`config.mk`:
```
export PLATFORM = sky130hd
export DESIGN_NAME = sarrd_top
export DESIGN_NICKNAME = d
export VERILOG_FILES = /design/src/sarrd_pkg.sv /design/src/sarrd_top.sv
export VERILOG_INCLUDE_DIRS = /design/src /design/src/src
export SDC_FILE = /design/constraint.sdc
export NUM_CORES = 1
export LEC_CHECK = 0
export BUFFER_PORTS_ARGS = -buffer_cell sky130_fd_sc_hd__buf_2
export CAP_MARGIN = 30
export CORE_UTILIZATION = 25
export CTS_CLUSTER_DIAMETER = 50
export DETAILED_ROUTE_END_ITERATION = 10
export PLACE_DENSITY = 0.48
export SLEW_MARGIN = 20
export SYNTH_ARGS = -nofsm -noshare
export SYNTH_HDL_FRONTEND = slang
export SYNTH_SLANG_ARGS = --single-unit
```
`constraint.sdc`:
```
create_clock -name sys_clk_i -period 2.6 [get_ports sys_clk_i]
set_input_delay 0.39 -clock sys_clk_i [delete_from_list [all_inputs] [get_ports sys_clk_i]]
set_output_delay 0.39 -clock sys_clk_i [all_outputs]
set_load 0.005 [all_outputs]
```
`src/sarrd_params.svh`:
```
// sarrd_params.svh: offsets, field positions and timing figures of the
// sar readout block; definitions only, included by the package and the top.
`ifndef SARRD_PARAMS_SVH
`define SARRD_PARAMS_SVH

// register byte offsets on the apb bus
`define SARRD_OFF_CTRL      8'h00
`define SARRD_OFF_TEST      8'h04
`define SARRD_OFF_STATUS    8'h08
`define SARRD_OFF_RESULT    8'h0C
`define SARRD_OFF_COUNT     8'h10
// control fields
`define SARRD_CTRL_BLOCK    0
`define SARRD_CTRL_TEST     1
`define SARRD_CTRL_W        2
// status fields
`define SARRD_ST_STATE_LO   0
`define SARRD_ST_MODE       2
`define SARRD_ST_STANDBY_REQUEST       3
`define SARRD_ST_NAP        4
`define SARRD_ST_OE         5
`define SARRD_ST_HOLD       6
// synchronised pin indices
`define SARRD_IN_MCLK       0
`define SARRD_IN_TRIG       1
`define SARRD_IN_FS         2
`define SARRD_IN_MODE       3
`define SARRD_IN_STANDBY_REQUEST       4
`define SARRD_IN_NAP        5
`define SARRD_IN_RST        6
`define SARRD_NIN           7
// frame and data widths, timing
`define SARRD_RES_BITS      14
`define SARRD_WORD_BITS     15
`define SARRD_FRAME_BITS    16
`define SARRD_CONV_PERIODS  24
`define SARRD_ACQ_NS        70
`define SARRD_CLK_MHZ       50

`endif

```
`src/sarrd_pkg.sv`:
```
// sarrd_pkg: types of the sar readout block.
// assumes sarrd_params.svh is on the include path.
`include "sarrd_params.svh"

package sarrd_pkg;

    // conversion sequencer states
    typedef enum logic [1:0] {ST_TRACK, ST_CONV, ST_ACQ, ST_DOWN} sarrd_state_t;

    // whole state of the block, registered in one process
    typedef struct packed {
        logic [`SARRD_NIN-1:0]        s1;
        logic [`SARRD_NIN-1:0]        s2;
        logic [`SARRD_NIN-1:0]        s3;
        logic [`SARRD_NIN-1:0]        fin;
        sarrd_state_t                 state;
        logic [4:0]                   conv_cnt;
        logic [2:0]                   acq_cnt;
        logic [`SARRD_WORD_BITS-1:0]  hold_data;
        logic [`SARRD_WORD_BITS-1:0]  sar;
        logic [`SARRD_WORD_BITS-1:0]  test_data;
        logic [`SARRD_FRAME_BITS-1:0] shreg;
        logic [4:0]                   bit_cnt;
        logic                         armed;
        logic                         sending;
        logic                         serial_data_out;
        logic                         sdo_oe;
        logic                         serial_clock_out;
        logic                         th_hold;
        logic [`SARRD_CTRL_W-1:0]     ctrl;
        logic [15:0]                  conv_count;
        logic [31:0]                  prdata;
        logic                         pready;
        logic                         pslverr;
    } sarrd_regs_t;

endpackage : sarrd_pkg

```
`src/sarrd_top.sv`:
```
// sarrd_top: conversion sequencer and serial readout of a 14-bit sar adc,
// with an apb register slave. the seven adc control pins arrive asynchronously to sys_clk_i;
// the master clock pin is much slower than sys_clk_i and is sampled.
//
// Overview of operation
// RULE1 - standby request high keeps the block powered down
// RULE2 - nap request high keeps the block in nap
// RULE3 - host master clock runs no faster than 25 MHz; the sampling here follows it only up to 12.5 MHz
// RULE4 - a conversion lasts 24 master clock periods from trigger fall
// RULE5 - serial data changes on rising serial clock edges
// RULE6 - host samples serial data on falling serial clock edges
// RULE7 - frame: overrange, 14 result bits msb first, trailing zero
// RULE8 - mode 2: frame sync fall enables output, frame at next rise
// RULE9 - mode select low gives mode 1, high gives mode 2
// RULE10 - serial clock out is derived from the master clock
// RULE11 - trigger fall switches track to hold and starts conversion
// RULE12 - reset pin fall aborts conversion and reinitialises state
// RULE13 - reset pin held low keeps the block in reset
// RULE14 - conversion end returns to track, 70 ns acquisition follows
// RULE15 - completed result is held once the bit trials finish
// RULE16 - each frame carries the previous conversion result
// RULE17 - mode 1: host holds trigger low 22 serial clocks
// RULE18 - mode 2: frame sync low 22 serial clocks or tied low
// RULE19 - mode 2 idling high: trigger low pulse 10 ns to two periods; the synchroniser here needs it low for two 20 ns system clocks
// RULE20 - no new trigger until conversion and acquisition complete
`timescale 1ns/1ps
`default_nettype none
`include "sarrd_params.svh"

module sarrd_top
    import sarrd_pkg::*;
#(
    parameter int CONV_PERIODS = `SARRD_CONV_PERIODS, // master clocks per conversion
    parameter int ACQ_NS       = `SARRD_ACQ_NS        // acquisition time in ns
) (
    input  wire logic        sys_clk_i,              // 50 MHz system clock
    input  wire logic        rstn_i,                 // sync reset, active low
    input  wire logic [7:0]  paddr_i,                // apb address
    input  wire logic        psel_i,                 // apb select
    input  wire logic        penable_i,              // apb enable
    input  wire logic        pwrite_i,               // apb write
    input  wire logic [31:0] pwdata_i,               // apb write data
    output logic      [31:0] prdata_o,               // apb read data
    output logic             pready_o,               // apb ready
    output logic             pslverr_o,              // apb error, unmapped
    input  wire logic        master_clock_i,         // host master clock pin
    input  wire logic        conversion_trigger_n_i, // convert start, active low
    input  wire logic        frame_sync_in_i,        // frame sync, mode 2
    input  wire logic        serial_mode_select_i,   // low mode 1, high mode 2
    input  wire logic        standby_request_i,      // standby request pin
    input  wire logic        nap_request_i,          // nap request pin
    input  wire logic        adc_reset_n_i,          // reset pin, active low
    input  wire logic [13:0] sample_code_i,          // quantiser code
    input  wire logic        overrange_i,            // quantiser overrange
    output logic             serial_clock_out_o,     // serial clock out
    output logic             serial_data_out_o,      // serial data out
    output logic             serial_data_oe_o,       // serial data drive enable
    output logic             track_hold_o,           // high while holding
    output logic             standby_o,              // standby mode active
    output logic             nap_o                   // nap mode active
);

    // acquisition rounded up to whole system clocks
    localparam int ACQ_CYC = (ACQ_NS * `SARRD_CLK_MHZ + 999) / 1000;
    localparam int LAST_BIT = `SARRD_FRAME_BITS - 1;

    // elaboration checks: counters are 5 and 3 bits wide
    if (CONV_PERIODS < 1 || CONV_PERIODS > 31) begin : g_chk_conv
        $error("CONV_PERIODS out of range");
    end
    if (ACQ_CYC < 1 || ACQ_CYC > 7) begin : g_chk_acq
        $error("ACQ_NS out of range");
    end

    sarrd_regs_t q;
    sarrd_regs_t next_q;

    // falling edge between old and new filtered level
    function automatic logic fell(input logic old_v, input logic new_v);
        return old_v & ~new_v;
    endfunction : fell

    // address lies on a mapped register
    function automatic logic mapped(input logic [7:0] a);
        return a == `SARRD_OFF_CTRL || a == `SARRD_OFF_TEST ||
               a == `SARRD_OFF_STATUS || a == `SARRD_OFF_RESULT ||
               a == `SARRD_OFF_COUNT;
    endfunction : mapped

    logic sco_rise;
    logic trig_fall;
    logic fs_fall;
    logic powered;
    logic mode2;

    // next-state logic of the whole block
    always_comb begin
        next_q = q;
        // three-stage synchronisers, first stage read only by the second
        next_q.s1 = {adc_reset_n_i, nap_request_i, standby_request_i,
                     serial_mode_select_i, frame_sync_in_i,
                     conversion_trigger_n_i, master_clock_i};
        next_q.s2 = q.s1;
        next_q.s3 = q.s2;
        // a level counts once stages two and three agree
        next_q.fin = (q.s2 & q.s3) | (q.fin & (q.s2 ^ q.s3));

        trig_fall = fell(q.fin[`SARRD_IN_TRIG], next_q.fin[`SARRD_IN_TRIG]);
        fs_fall   = fell(q.fin[`SARRD_IN_FS], next_q.fin[`SARRD_IN_FS]);
        mode2     = next_q.fin[`SARRD_IN_MODE]; // RULE9
        powered   = ~next_q.fin[`SARRD_IN_STANDBY_REQUEST] & ~next_q.fin[`SARRD_IN_NAP];

        // serial clock follows the master clock, stopped when powered down
        next_q.serial_clock_out = next_q.fin[`SARRD_IN_MCLK] & powered; // RULE10
        sco_rise   = next_q.serial_clock_out & ~q.serial_clock_out;

        // shift out on rising serial clock only; sdo holds otherwise
        if (sco_rise) begin
            if (q.armed) begin
                next_q.serial_data_out     = q.shreg[LAST_BIT]; // RULE5 RULE7
                next_q.shreg   = {q.shreg[LAST_BIT-1:0], 1'b0};
                next_q.bit_cnt = 5'h01;
                next_q.sending = 1'b1;
                next_q.armed   = 1'b0;
            end else if (q.sending) begin
                next_q.serial_data_out     = q.shreg[LAST_BIT]; // RULE5 RULE7
                next_q.shreg   = {q.shreg[LAST_BIT-1:0], 1'b0};
                next_q.bit_cnt = q.bit_cnt + 5'h01;
                if (q.bit_cnt == 5'(LAST_BIT)) begin
                    next_q.sending = 1'b0;
                end
            end
        end

        // mode 2 frame sync fall starts a frame at the next rise
        if (mode2 && fs_fall) begin
            next_q.armed = 1'b1; // RULE8
        end

        // conversion sequencer
        case (q.state)
            ST_TRACK: begin
                if (trig_fall && !q.ctrl[`SARRD_CTRL_BLOCK]) begin
                    next_q.state     = ST_CONV; // RULE11
                    next_q.th_hold   = 1'b1;
                    next_q.conv_cnt  = 5'h00;
                    next_q.hold_data = q.ctrl[`SARRD_CTRL_TEST] ? q.test_data
                                       : {overrange_i, sample_code_i};
                    // the frame carries the result finished before this one
                    next_q.shreg   = {q.sar, 1'b0}; // RULE16 RULE7
                    next_q.sending = 1'b0;
                    next_q.bit_cnt = 5'h00;
                    // mode 1 frames on the trigger; mode 2 only if sync is low
                    if (!mode2 || !next_q.fin[`SARRD_IN_FS]) begin
                        next_q.armed = 1'b1;
                    end
                end
            end
            ST_CONV: begin
                if (sco_rise) begin
                    if (q.conv_cnt == 5'(CONV_PERIODS - 1)) begin
                        next_q.state      = ST_ACQ; // RULE4
                        next_q.th_hold    = 1'b0; // RULE14
                        next_q.sar        = q.hold_data; // RULE15
                        next_q.conv_count = q.conv_count + 16'h0001;
                        next_q.acq_cnt    = 3'h0;
                    end else begin
                        next_q.conv_cnt = q.conv_cnt + 5'h01;
                    end
                end
            end
            ST_ACQ: begin
                // triggers are ignored until the input has settled
                if (q.acq_cnt == 3'(ACQ_CYC - 1)) begin
                    next_q.state = ST_TRACK; // RULE14
                end else begin
                    next_q.acq_cnt = q.acq_cnt + 3'h1;
                end
            end
            ST_DOWN: begin
                if (powered) begin
                    next_q.state = ST_TRACK;
                end
            end
            default: begin
                next_q.state = ST_TRACK;
            end
        endcase

        // power-down aborts any conversion and frame
        if (!powered) begin
            next_q.state   = ST_DOWN; // RULE1 RULE2
            next_q.th_hold = 1'b0;
            next_q.armed   = 1'b0;
            next_q.sending = 1'b0;
        end
        // reset pin wins over the sequencer and power-down while low
        if (!next_q.fin[`SARRD_IN_RST]) begin
            next_q.state   = ST_TRACK; // RULE12 RULE13
            next_q.th_hold = 1'b0;
            next_q.armed   = 1'b0;
            next_q.sending = 1'b0;
        end

        // output drive: trigger frames mode 1, frame sync frames mode 2
        next_q.sdo_oe = powered & next_q.fin[`SARRD_IN_RST] &
                        (mode2 ? ~next_q.fin[`SARRD_IN_FS]
                               : ~next_q.fin[`SARRD_IN_TRIG]); // RULE8 RULE9

        // apb: ready in the first access cycle, so no wait states
        next_q.pready  = psel_i & ~penable_i;
        next_q.pslverr = psel_i & ~penable_i & ~mapped(paddr_i);
        next_q.prdata  = 32'h0000_0000;
        if (psel_i && !penable_i && !pwrite_i) begin
            if (paddr_i == `SARRD_OFF_CTRL) begin
                next_q.prdata[`SARRD_CTRL_W-1:0] = q.ctrl;
            end else if (paddr_i == `SARRD_OFF_TEST) begin
                next_q.prdata[`SARRD_WORD_BITS-1:0] = q.test_data;
            end else if (paddr_i == `SARRD_OFF_STATUS) begin
                next_q.prdata[`SARRD_ST_STATE_LO+1:`SARRD_ST_STATE_LO] = q.state;
                next_q.prdata[`SARRD_ST_MODE] = q.fin[`SARRD_IN_MODE];
                next_q.prdata[`SARRD_ST_STANDBY_REQUEST] = q.fin[`SARRD_IN_STANDBY_REQUEST];
                next_q.prdata[`SARRD_ST_NAP]  = q.fin[`SARRD_IN_NAP];
                next_q.prdata[`SARRD_ST_OE]   = q.sdo_oe;
                next_q.prdata[`SARRD_ST_HOLD] = q.th_hold;
            end else if (paddr_i == `SARRD_OFF_RESULT) begin
                next_q.prdata[`SARRD_WORD_BITS-1:0] = q.sar;
            end else if (paddr_i == `SARRD_OFF_COUNT) begin
                next_q.prdata[15:0] = q.conv_count;
            end
        end
        // writes land on the completing access edge
        if (psel_i && penable_i && q.pready && pwrite_i) begin
            if (paddr_i == `SARRD_OFF_CTRL) begin
                next_q.ctrl = pwdata_i[`SARRD_CTRL_W-1:0];
            end else if (paddr_i == `SARRD_OFF_TEST) begin
                next_q.test_data = pwdata_i[`SARRD_WORD_BITS-1:0];
            end
        end
    end

    // single state register, synchronous reset
    always_ff @(posedge sys_clk_i) begin
        if (!rstn_i) begin
            q <= '0;
        end else begin
            q <= next_q;
        end
    end

    // outputs straight from flip-flops
    assign prdata_o           = q.prdata;
    assign pready_o           = q.pready;
    assign pslverr_o          = q.pslverr;
    assign serial_clock_out_o = q.serial_clock_out;
    assign serial_data_out_o  = q.serial_data_out;
    assign serial_data_oe_o   = q.sdo_oe;
    assign track_hold_o       = q.th_hold;
    assign standby_o          = q.fin[`SARRD_IN_STANDBY_REQUEST];
    assign nap_o              = q.fin[`SARRD_IN_NAP];

    // checks on the sequencer and the frame
    int conv_last;
    int acq_last;
    assign conv_last = CONV_PERIODS - 1;
    assign acq_last  = ACQ_CYC - 1;
endmodule : sarrd_top
`default_nettype wire

```
; After elaboration in Yosys (flattened, before gate mapping)
; Index checks and enable logic that the tools add are counted.
[op_classes]
add_sub_neg = 4
eq_ne = 19
n_mux = 39
bitwise = 23
n_reduce_logical = 36
[ops]
columns = op, n
row1 = two-way mux 16 bit, 6
row2 = two-way mux 23 bit, 2
row3 = two-way mux 15 bit, 3
row4 = two-way mux 21 bit, 2
row5 = two-way mux 24 bit, 1
row6 = adder 16 x 1 -> 16 bit (second input constant), 1
row7 = equality test 8 x 4 -> 1 bit (second input constant), 2
row8 = AND reduction 4 bit, 4
row9 = AND 7 bit, 2
row10 = two-way mux 7 bit, 2
row11 = two-way mux 2 bit, 6
row12 = inequality test 3 bit (second input constant), 4
row13 = adder 5 x 1 -> 5 bit (second input constant), 2
row14 = two-way mux 10 bit, 1
row15 = inequality test 2 bit (second input constant), 5
row16 = NOT 1 bit, 10
row17 = one-hot mux 5 bit (2 select lines), 1
row18 = AND reduction 2 bit, 5
row19 = AND 1 bit, 9
row20 = two-way mux 9 bit, 1
row21 = AND reduction 3 bit, 3
row22 = equality test 8 x 3 -> 1 bit (second input constant), 1
row23 = equality test 8 x 5 -> 1 bit (second input constant), 1
row24 = zero test 8 bit, 1
row25 = 21 further kinds, 46
[totals]
register_bits = 162
out_inout_bits = 40
word_cells = 147

; Longest topological paths before layout
; Gate-level depths: netlist of the first run.
[depth]
ltp_word = 12
ltp_mapped = 7

; Least setup slack after synthesis of the first run
; Ideal clock, no wire load.
[synth_path]
path_kind = register to register
startpoint = register q[142] (netlist name)
endpoint = register q[127] (netlist name)
setup_ps = 121
t_arrival_ps = 1911
setup_slack_ps = 569
stages_incl_launch_ff = 6
path_buffers = 0
cell_sequence = dfxtp_1 > ha_1 > or4b_4 > or2_4 > a21oi_1 > mux2_2
[synth_via]
elab_chain_cells = 8
elab_cells_between_ends = 9
[synth_rtl]
columns = item, line_no
row1 = "start, declared", sarrd_top.sv:75  ; sarrd_regs_t q;
row2 = "start signal, assigned", sarrd_top.sv:247  ; q <= next_q;
row3 = bitwise XOR 7 bit, sarrd_top.sv:106  ; next_q.fin = (q.s2 & q.s3) | (q.fin & (q.s2 ^ q.s3));
row4 = AND 7 bit, sarrd_top.sv:106
row5 = OR 7 bit *, sarrd_top.sv:106
row6 = NOT 1 bit *, sarrd_top.sv:80  ; return old_v & ~new_v;
row7 = AND 1 bit *, sarrd_top.sv:80
row8 = logical AND 1 bit *, sarrd_top.sv:143  ; if (trig_fall && !q.ctrl[`SARRD_CTRL_BLOCK]) begin
row9 = inequality test 2 bit (no source line) *, n/a
row10 = AND reduction 4 bit (no source line) *, n/a
; Mark *: on every way between the ends. The rest lies on a longest branch, timed or not.
; A chain may end at the register's enable or synchronous reset.

; Final worst setup path of the first run
[layout_path]
startpoint = register q (netlist bit next_q[142])
endpoint = register q[127] (netlist name)
; Same word-level chain as after synthesis.

==> metrics.cfg, run 1 <==
[outcome]
outcome=complete, no violations

[synthesis]
ys_types=58
synth_ff_type=dfxtp_1
netlist_area_um2=6590
ys_warn_count=0
ys_seq_area_share_pct=44.3
synth_edf_count=0
synth.avg_cell_area_um2=8.81
ys_ff_latch=146
synthArstFlopShare_pct=0
netlist_instances=748

[routing]
antenna_left=0
detail_route.drc_violations=0
drt-vias-per-instance=4.93
num_vias=5601
drt_iter0_drc=306
drt-pass1-iter-count=4
wirelength_mm=18.0
wire_per_inst_um=15.9

[clock_network]
cts_setup_buffers=0
cts_tree=yes
htree_num_levels=4
cts.root.buffer_cell=clkbuf_16
worst_skew_pair.late_latency_ps=430
clk_pin_slew_worst_paths_ps=70
clk_path_buf_depth=2
ctsHoldBuffers=0
ctsResizeCount=0
clkSinkCount=146
cts_buffers=17

[power]
p_int_w=0.00384
max-vdd-ir-drop_mv=0.327
p_sw_w=0.00116
p_leak_nw=2.84
p_seq_share_pct=45.1
p_clk_share_pct=51.0
comb_power_share_pct=3.9
swShare_pct=23.2
p_per_area_nw_per_um2=645
total_power_w=0.00501

[sta]
worst_slew_margin_rel_pct=64.5
hold_slack_ps=161
fmax_mhz=454
skew_ps=13.8
setup_violations=0
fin_crit_ps=2200
fin_crit_sh_pct=84.7
finalMaxSlewViolations=0
hold_violations=0
rsz0062_at_grt=false
tightestPinTransition_ps=533
setup_tns_ps=0

[global_route]
grt-ovfl-total=0
grt_usage_pct=13.9
grt_pass1_wl_mm=29.0
grt_pass1_vias=5350
grt_max_degree=59
antenna_found_initial=0

[finish]
drive_above_1_share_pct=18.0
diodes=0
fin_nets=868
instances_no_fill=1136
area_growth_pct=17.8

[hold_path]
hold_path.class=in2reg

[die]
rows=59
ios=107
core_um2=26000
dieArea_um2=27000
die_h_um=164
initial_utilization_pct=25.4
dieWidth_um=164

[worst_setup_path]
arrival_ps=2510
crit_path_end_kind=flop
critical_path_class=reg2reg
critPathMaxFanout=10
crit_required_ps=2910
start_kind=flop

[placement]
gp_congestion=0.780
placedCellCount=1104
io_buffers=73
dp_hpwl_mm=12.2

[flow_run]
drv_cap=0

==> stage by stage <==
| stage | cell area (um^2) | util, % | worst slack (ps) |
|---|---|---|---|
| after global placement | 7150 | 27.5 | 403 |
| after floorplan | 6650 | - | 569 |
| after global routing | 7770 | 29.9 | 274 |
| after CTS | 7770 | 29.9 | 414 |
| final | 7770 | 29.9 | 398 |
| after detailed placement | 7160 | 27.6 | 428 |
==> layer usage <==
layer,vias up,track usage [%],part of all wire (%)
met5,-,0,0
met4,0,6.13,1.9
met3,21,2.39,3.5
met2,112,21.4,45
met1,2696,19.0,49
li1,2772,-,-
==> final timing paths <==
check | startpoint | to | slack, ps | depth (start not counted)
max | next_q[142]$_SDFF_PN0_ | q[127]$_SDFFE_PN0P_ | 400 | 5
min reg2reg | next_q[151]$_SDFF_PN0_ | next_q[144]$_SDFF_PN0_ | 430 | 1
max reg2reg | next_q[142]$_SDFF_PN0_ | q[127]$_SDFFE_PN0P_ | 400 | 5
min | master_clock_i | next_q[148]$_SDFF_PN0_ | 160 | 2
==> placed cells by master (no fill, tap or decap), types with 17 or more instances in the layout <==
master     synthesis  layout
a211oi_1          20      20
a21oi_1           61      61
a22o_1            20      20
and2_1            26      26
buf_2              6      73
buf_4             33      18
clkbuf_16          0      17
dfxtp_1          146     146
mux2i_1           23      23
nand2_1           31      31
nand3_1           57      57
nor2_1            43      42
o21ai_0           71      71
==> cells in the mapped netlist, drive strengths merged (6+ instances only) <==
cell type  instances  area share (%)
a311oi            14             1.9
buf               42             4.5
inv               13            0.74
nand2b            14             1.3
o31ai              7            0.80
o21ai             73             5.5
and2              26             2.5
a31oi             10            0.95
nand2             31             1.8
a22o              20             2.7
nor2              44             2.8
and3               6            0.57
ha                13             2.5
a211oi            20             2.3
nand4              7            0.66
or2                7            0.70
nand3             57             4.3
clkbuf            46             2.6
mux2i             23             3.5
dfxtp            146              44
a21oi             61             4.6
==> sequential cells by signal, summed over array words and instances (netlist names) <==
| signal | count |
|---|---|
| q | 108 |
| serial_data_oe_o | 1 |
| standby_o | 1 |
| nap_o | 1 |
| prdata_o | 16 |
| pready_o | 1 |
| track_hold_o | 1 |
| next_q | 14 |
| serial_clock_out_o | 1 |
| serial_data_out_o | 1 |
| pslverr_o | 1 |
==> worst max-delay path: stages, from the launching register on <==
cell and delay (ps):
dfxtp_1 310, ha_1 290, or4b_4 530, or2_4 320, a21oi_1 270, mux2_2 360
==> layout make-up <==
type | instances | area, um^2
clock buffers | 17 | 425
inverters | 13 | 48.8
repair buffers | 94 | 561
fillers | 2771 | 18200
clock inverters | 15 | 181
well taps | 335 | 419
multi-input cells | 516 | 3210
flip-flops and latches | 146 | 2920
==> power groups by stage <==
stage,Clock [W],Sequential (W),Combinational [W]
floorplan,0,0.00231,0.000127
global placement,0,0.00231,0.000195
detailed placement,0,0.00231,0.000194
CTS,0.00260,0.00226,0.000196
global route,0.00269,0.00226,0.000217
finish,0.00255,0.00226,0.000194
==> cell families after synthesis <==
family / share of synthesized area, %
buffers and inverters: 7.86
flip-flops: 44.3
AND/OR/NAND/NOR: 19.0
adder cells (fa/ha/maj): 2.47
other: 0.0569
multiplexers: 3.66
AO/OA/AOI/OAI: 22.6
Power figures use the tool's default switching activity.
==> run 2: changes to the inputs <==
--- a/config.mk
+++ b/config.mk
@@ -11,7 +11,7 @@
 export CORE_UTILIZATION = 25
 export CTS_CLUSTER_DIAMETER = 50
 export DETAILED_ROUTE_END_ITERATION = 10
-export PLACE_DENSITY = 0.48
+export PLACE_DENSITY = 0.49
 export SLEW_MARGIN = 20
 export SYNTH_ARGS = -nofsm -noshare
 export SYNTH_HDL_FRONTEND = slang
==> constraint.sdc (replaced) <==
create_clock -name sys_clk_i -period 1.95 [get_ports sys_clk_i]
set_input_delay 0.2925 -clock sys_clk_i [delete_from_list [all_inputs] [get_ports sys_clk_i]]
set_output_delay 0.2925 -clock sys_clk_i [all_outputs]
set_load 0.005 [all_outputs]
==> run 2 against run 1 <==
Against the previous run:
- critical path type unchanged
- the run now ends with negative setup slack left
- count of clock-buffer cells in the layout grew 4
- critical path depth grew 1
- non-clock buffer count grew 35
- global-route usage is essentially flat
- power grew 32%
==> metrics.cfg, run 2 (synthesis gave the netlist of run 1 again) <==
[outcome]
outcome=complete, but fails checks  ; was complete, no violations
failed_checks=negative setup slack

[sta]
fin_ws_ps=-17.1  ; was 398 ps
hold_slack_ps=77.1  ; was 161 ps
tightestPinTransition_ps=722  ; was 533 ps
setup_tns_ps=-33.4  ; was 0 ps
finalMaxSlewViolations=0  ; unchanged
fin_crit_ps=1970  ; was 2200 ps
worst_slew_margin_rel_pct=51.8  ; was 64.5%
fin_crit_sh_pct=101  ; was 84.7%
skew_ps=11.0  ; was 13.8 ps
rsz0062_at_grt=true  ; was false
setup_violations=3  ; was 0
hold_violations=0  ; unchanged
fmax_mhz=508  ; was 454 MHz

[worst_setup_path]
critical_path_class=reg2reg  ; unchanged
path_delay_family=simple AND/OR/NAND/NOR gates  ; unchanged
cp_slowest_cell=or4b_4  ; unchanged
arrival_ps=2330  ; was 2510 ps
start_kind=flop  ; unchanged
cpPeakStageDelay_ps=500  ; was 530 ps
crit_required_ps=2310  ; was 2910 ps
critPathMaxFanout=5  ; was 10
crit_path_end_kind=flop  ; unchanged
cp_num_buf_inv=1  ; was 0
worstPathCellList=ha_4 -> or4b_4 -> or2_4 -> buf_12 -> a2111o_1 -> nand2_1  ; was ha_1 -> or4b_4 -> or2_4 -> a21oi_1 -> mux2_2

[die]
core_um2=26000  ; unchanged
ios=107  ; unchanged
rows=59  ; unchanged
die_h_um=164  ; unchanged
initial_utilization_pct=25.4  ; unchanged
dieWidth_um=164  ; unchanged
dieArea_um2=27000  ; unchanged

[placement]
dp_hpwl_mm=12.4  ; was 12.2 mm
io_buffers=73  ; unchanged
gp_congestion=0.741  ; was 0.780
pre_cts_ws_ps=-75.4  ; was 428 ps
placedCellCount=1129  ; was 1,104

[clock_network]
ctsHoldBuffers=0  ; unchanged
cts.root.buffer_cell=clkbuf_16  ; unchanged
clkSinkCount=146  ; unchanged
htree_num_levels=4  ; unchanged
cts_tree=yes  ; unchanged
clk_pin_slew_worst_paths_ps=60  ; was 70 ps
cts_buffers=17  ; unchanged
clk_path_buf_depth=2  ; unchanged
worst_skew_pair.late_latency_ps=420  ; was 430 ps

[finish]
instances_no_fill=1171  ; was 1,136
largest_reg_flops=108  ; unchanged
largest_register=q  ; unchanged
diodes=0  ; unchanged
final_common_cell=dfxtp_1  ; unchanged
area_growth_pct=24.7  ; was 17.8%
fillers=2763  ; was 2,771
final_cell_mix=144 x dfxtp_1, 73 x buf_2, 71 x o21ai_0  ; was 146 x dfxtp_1, 73 x buf_2, 71 x o21ai_0
drive_above_1_share_pct=23.4  ; was 18.0%
fin_nets=903  ; was 868

[routing]
detail_route.drc_violations=0  ; unchanged
wirelength_mm=18.3  ; was 18.0 mm
wire_per_inst_um=15.6  ; was 15.9 um
antenna_left=0  ; unchanged
drt-vias-per-instance=4.89  ; was 4.93
drt_iter0_drc=313  ; was 306
num_vias=5730  ; was 5,601
drt-pass1-iter-count=5  ; was 4

[power]
p_per_area_nw_per_um2=802  ; was 645 nW/um^2
max-vdd-ir-drop_mv=0.419  ; was 0.327 mV
total_power_w=0.00659  ; was 0.00501 W
p_leak_nw=3.05  ; was 2.84 nW

[global_route]
grt_usage_pct=13.9  ; about the same
grt-ovfl-total=0  ; unchanged
grt_pass1_wl_mm=29.2  ; was 29.0 mm
grt_pass1_vias=5402  ; was 5,350
grt_max_degree=60  ; was 59
antenna_found_initial=0  ; unchanged

[flow_run]
drv_cap=0  ; unchanged

[hold_path]
hold_path.class=in2reg  ; unchanged

==> run 2: report_power, final <==
part           internal (W)  switching (W)  leakage, nW
combinational      0.000109       0.000165         1.58
clock               0.00199        0.00131        0.282
sequential          0.00301     0.00000799         1.18
==> run 2: worst paths after layout <==
kind                                  to  cells after the start  slack [ps]              startpoint
hold / removal    next_q[151]$_SDFF_PN0_                      2          80    serial_mode_select_i
setup / recovery     q[131]$_SDFFE_PN0P_                      6         -20       q[142]$_SDFF_PN0_
setup reg to reg     q[131]$_SDFFE_PN0P_                      6         -20       q[142]$_SDFF_PN0_
hold reg to reg   next_q[142]$_SDFF_PN0_                      1         430  next_q[149]$_SDFF_PN0_
==> run 2: area by class of cell <==
| cell class | instances | area [um^2] | area share, % |
|---|---|---|---|
| inverter | 13 | 48.8 | 0.594 |
| clock inverter | 11 | 126 | 1.54 |
| timing repair buffer | 129 | 918 | 11.2 |
| sequential | 146 | 2930 | 35.6 |
| multi-input combinational | 516 | 3310 | 40.3 |
| clock buffer | 21 | 470 | 5.72 |
| tap | 335 | 419 | 5.10 |
==> run 2: per-layer routing <==
layer | track usage (%) | routed length (um) | share of wire (%)
met5 | 0 | 0 | 0
met4 | 4.17 | 221 | 1.2
met3 | 2.61 | 723 | 4.0
met2 | 21.6 | 8290 | 45
met1 | 19.4 | 9050 | 49
==> run 2: what timing repair did <==
item                       in CTS  in global routing
setup endpoints to repair       8                 65
pin swaps                       6                  6
gates cloned                    0                  3
buffers inserted                1                  5
resized for setup               2                 20
==> run 2: stage by stage <==
stage / area [um^2] / util [%]
after global routing: 8220 / 31.6
after detailed placement: 7400 / 28.5
final: 8220 / 31.6
after floorplan: 6680 / -
after CTS: 8030 / 30.9
after global placement: 7400 / 28.5
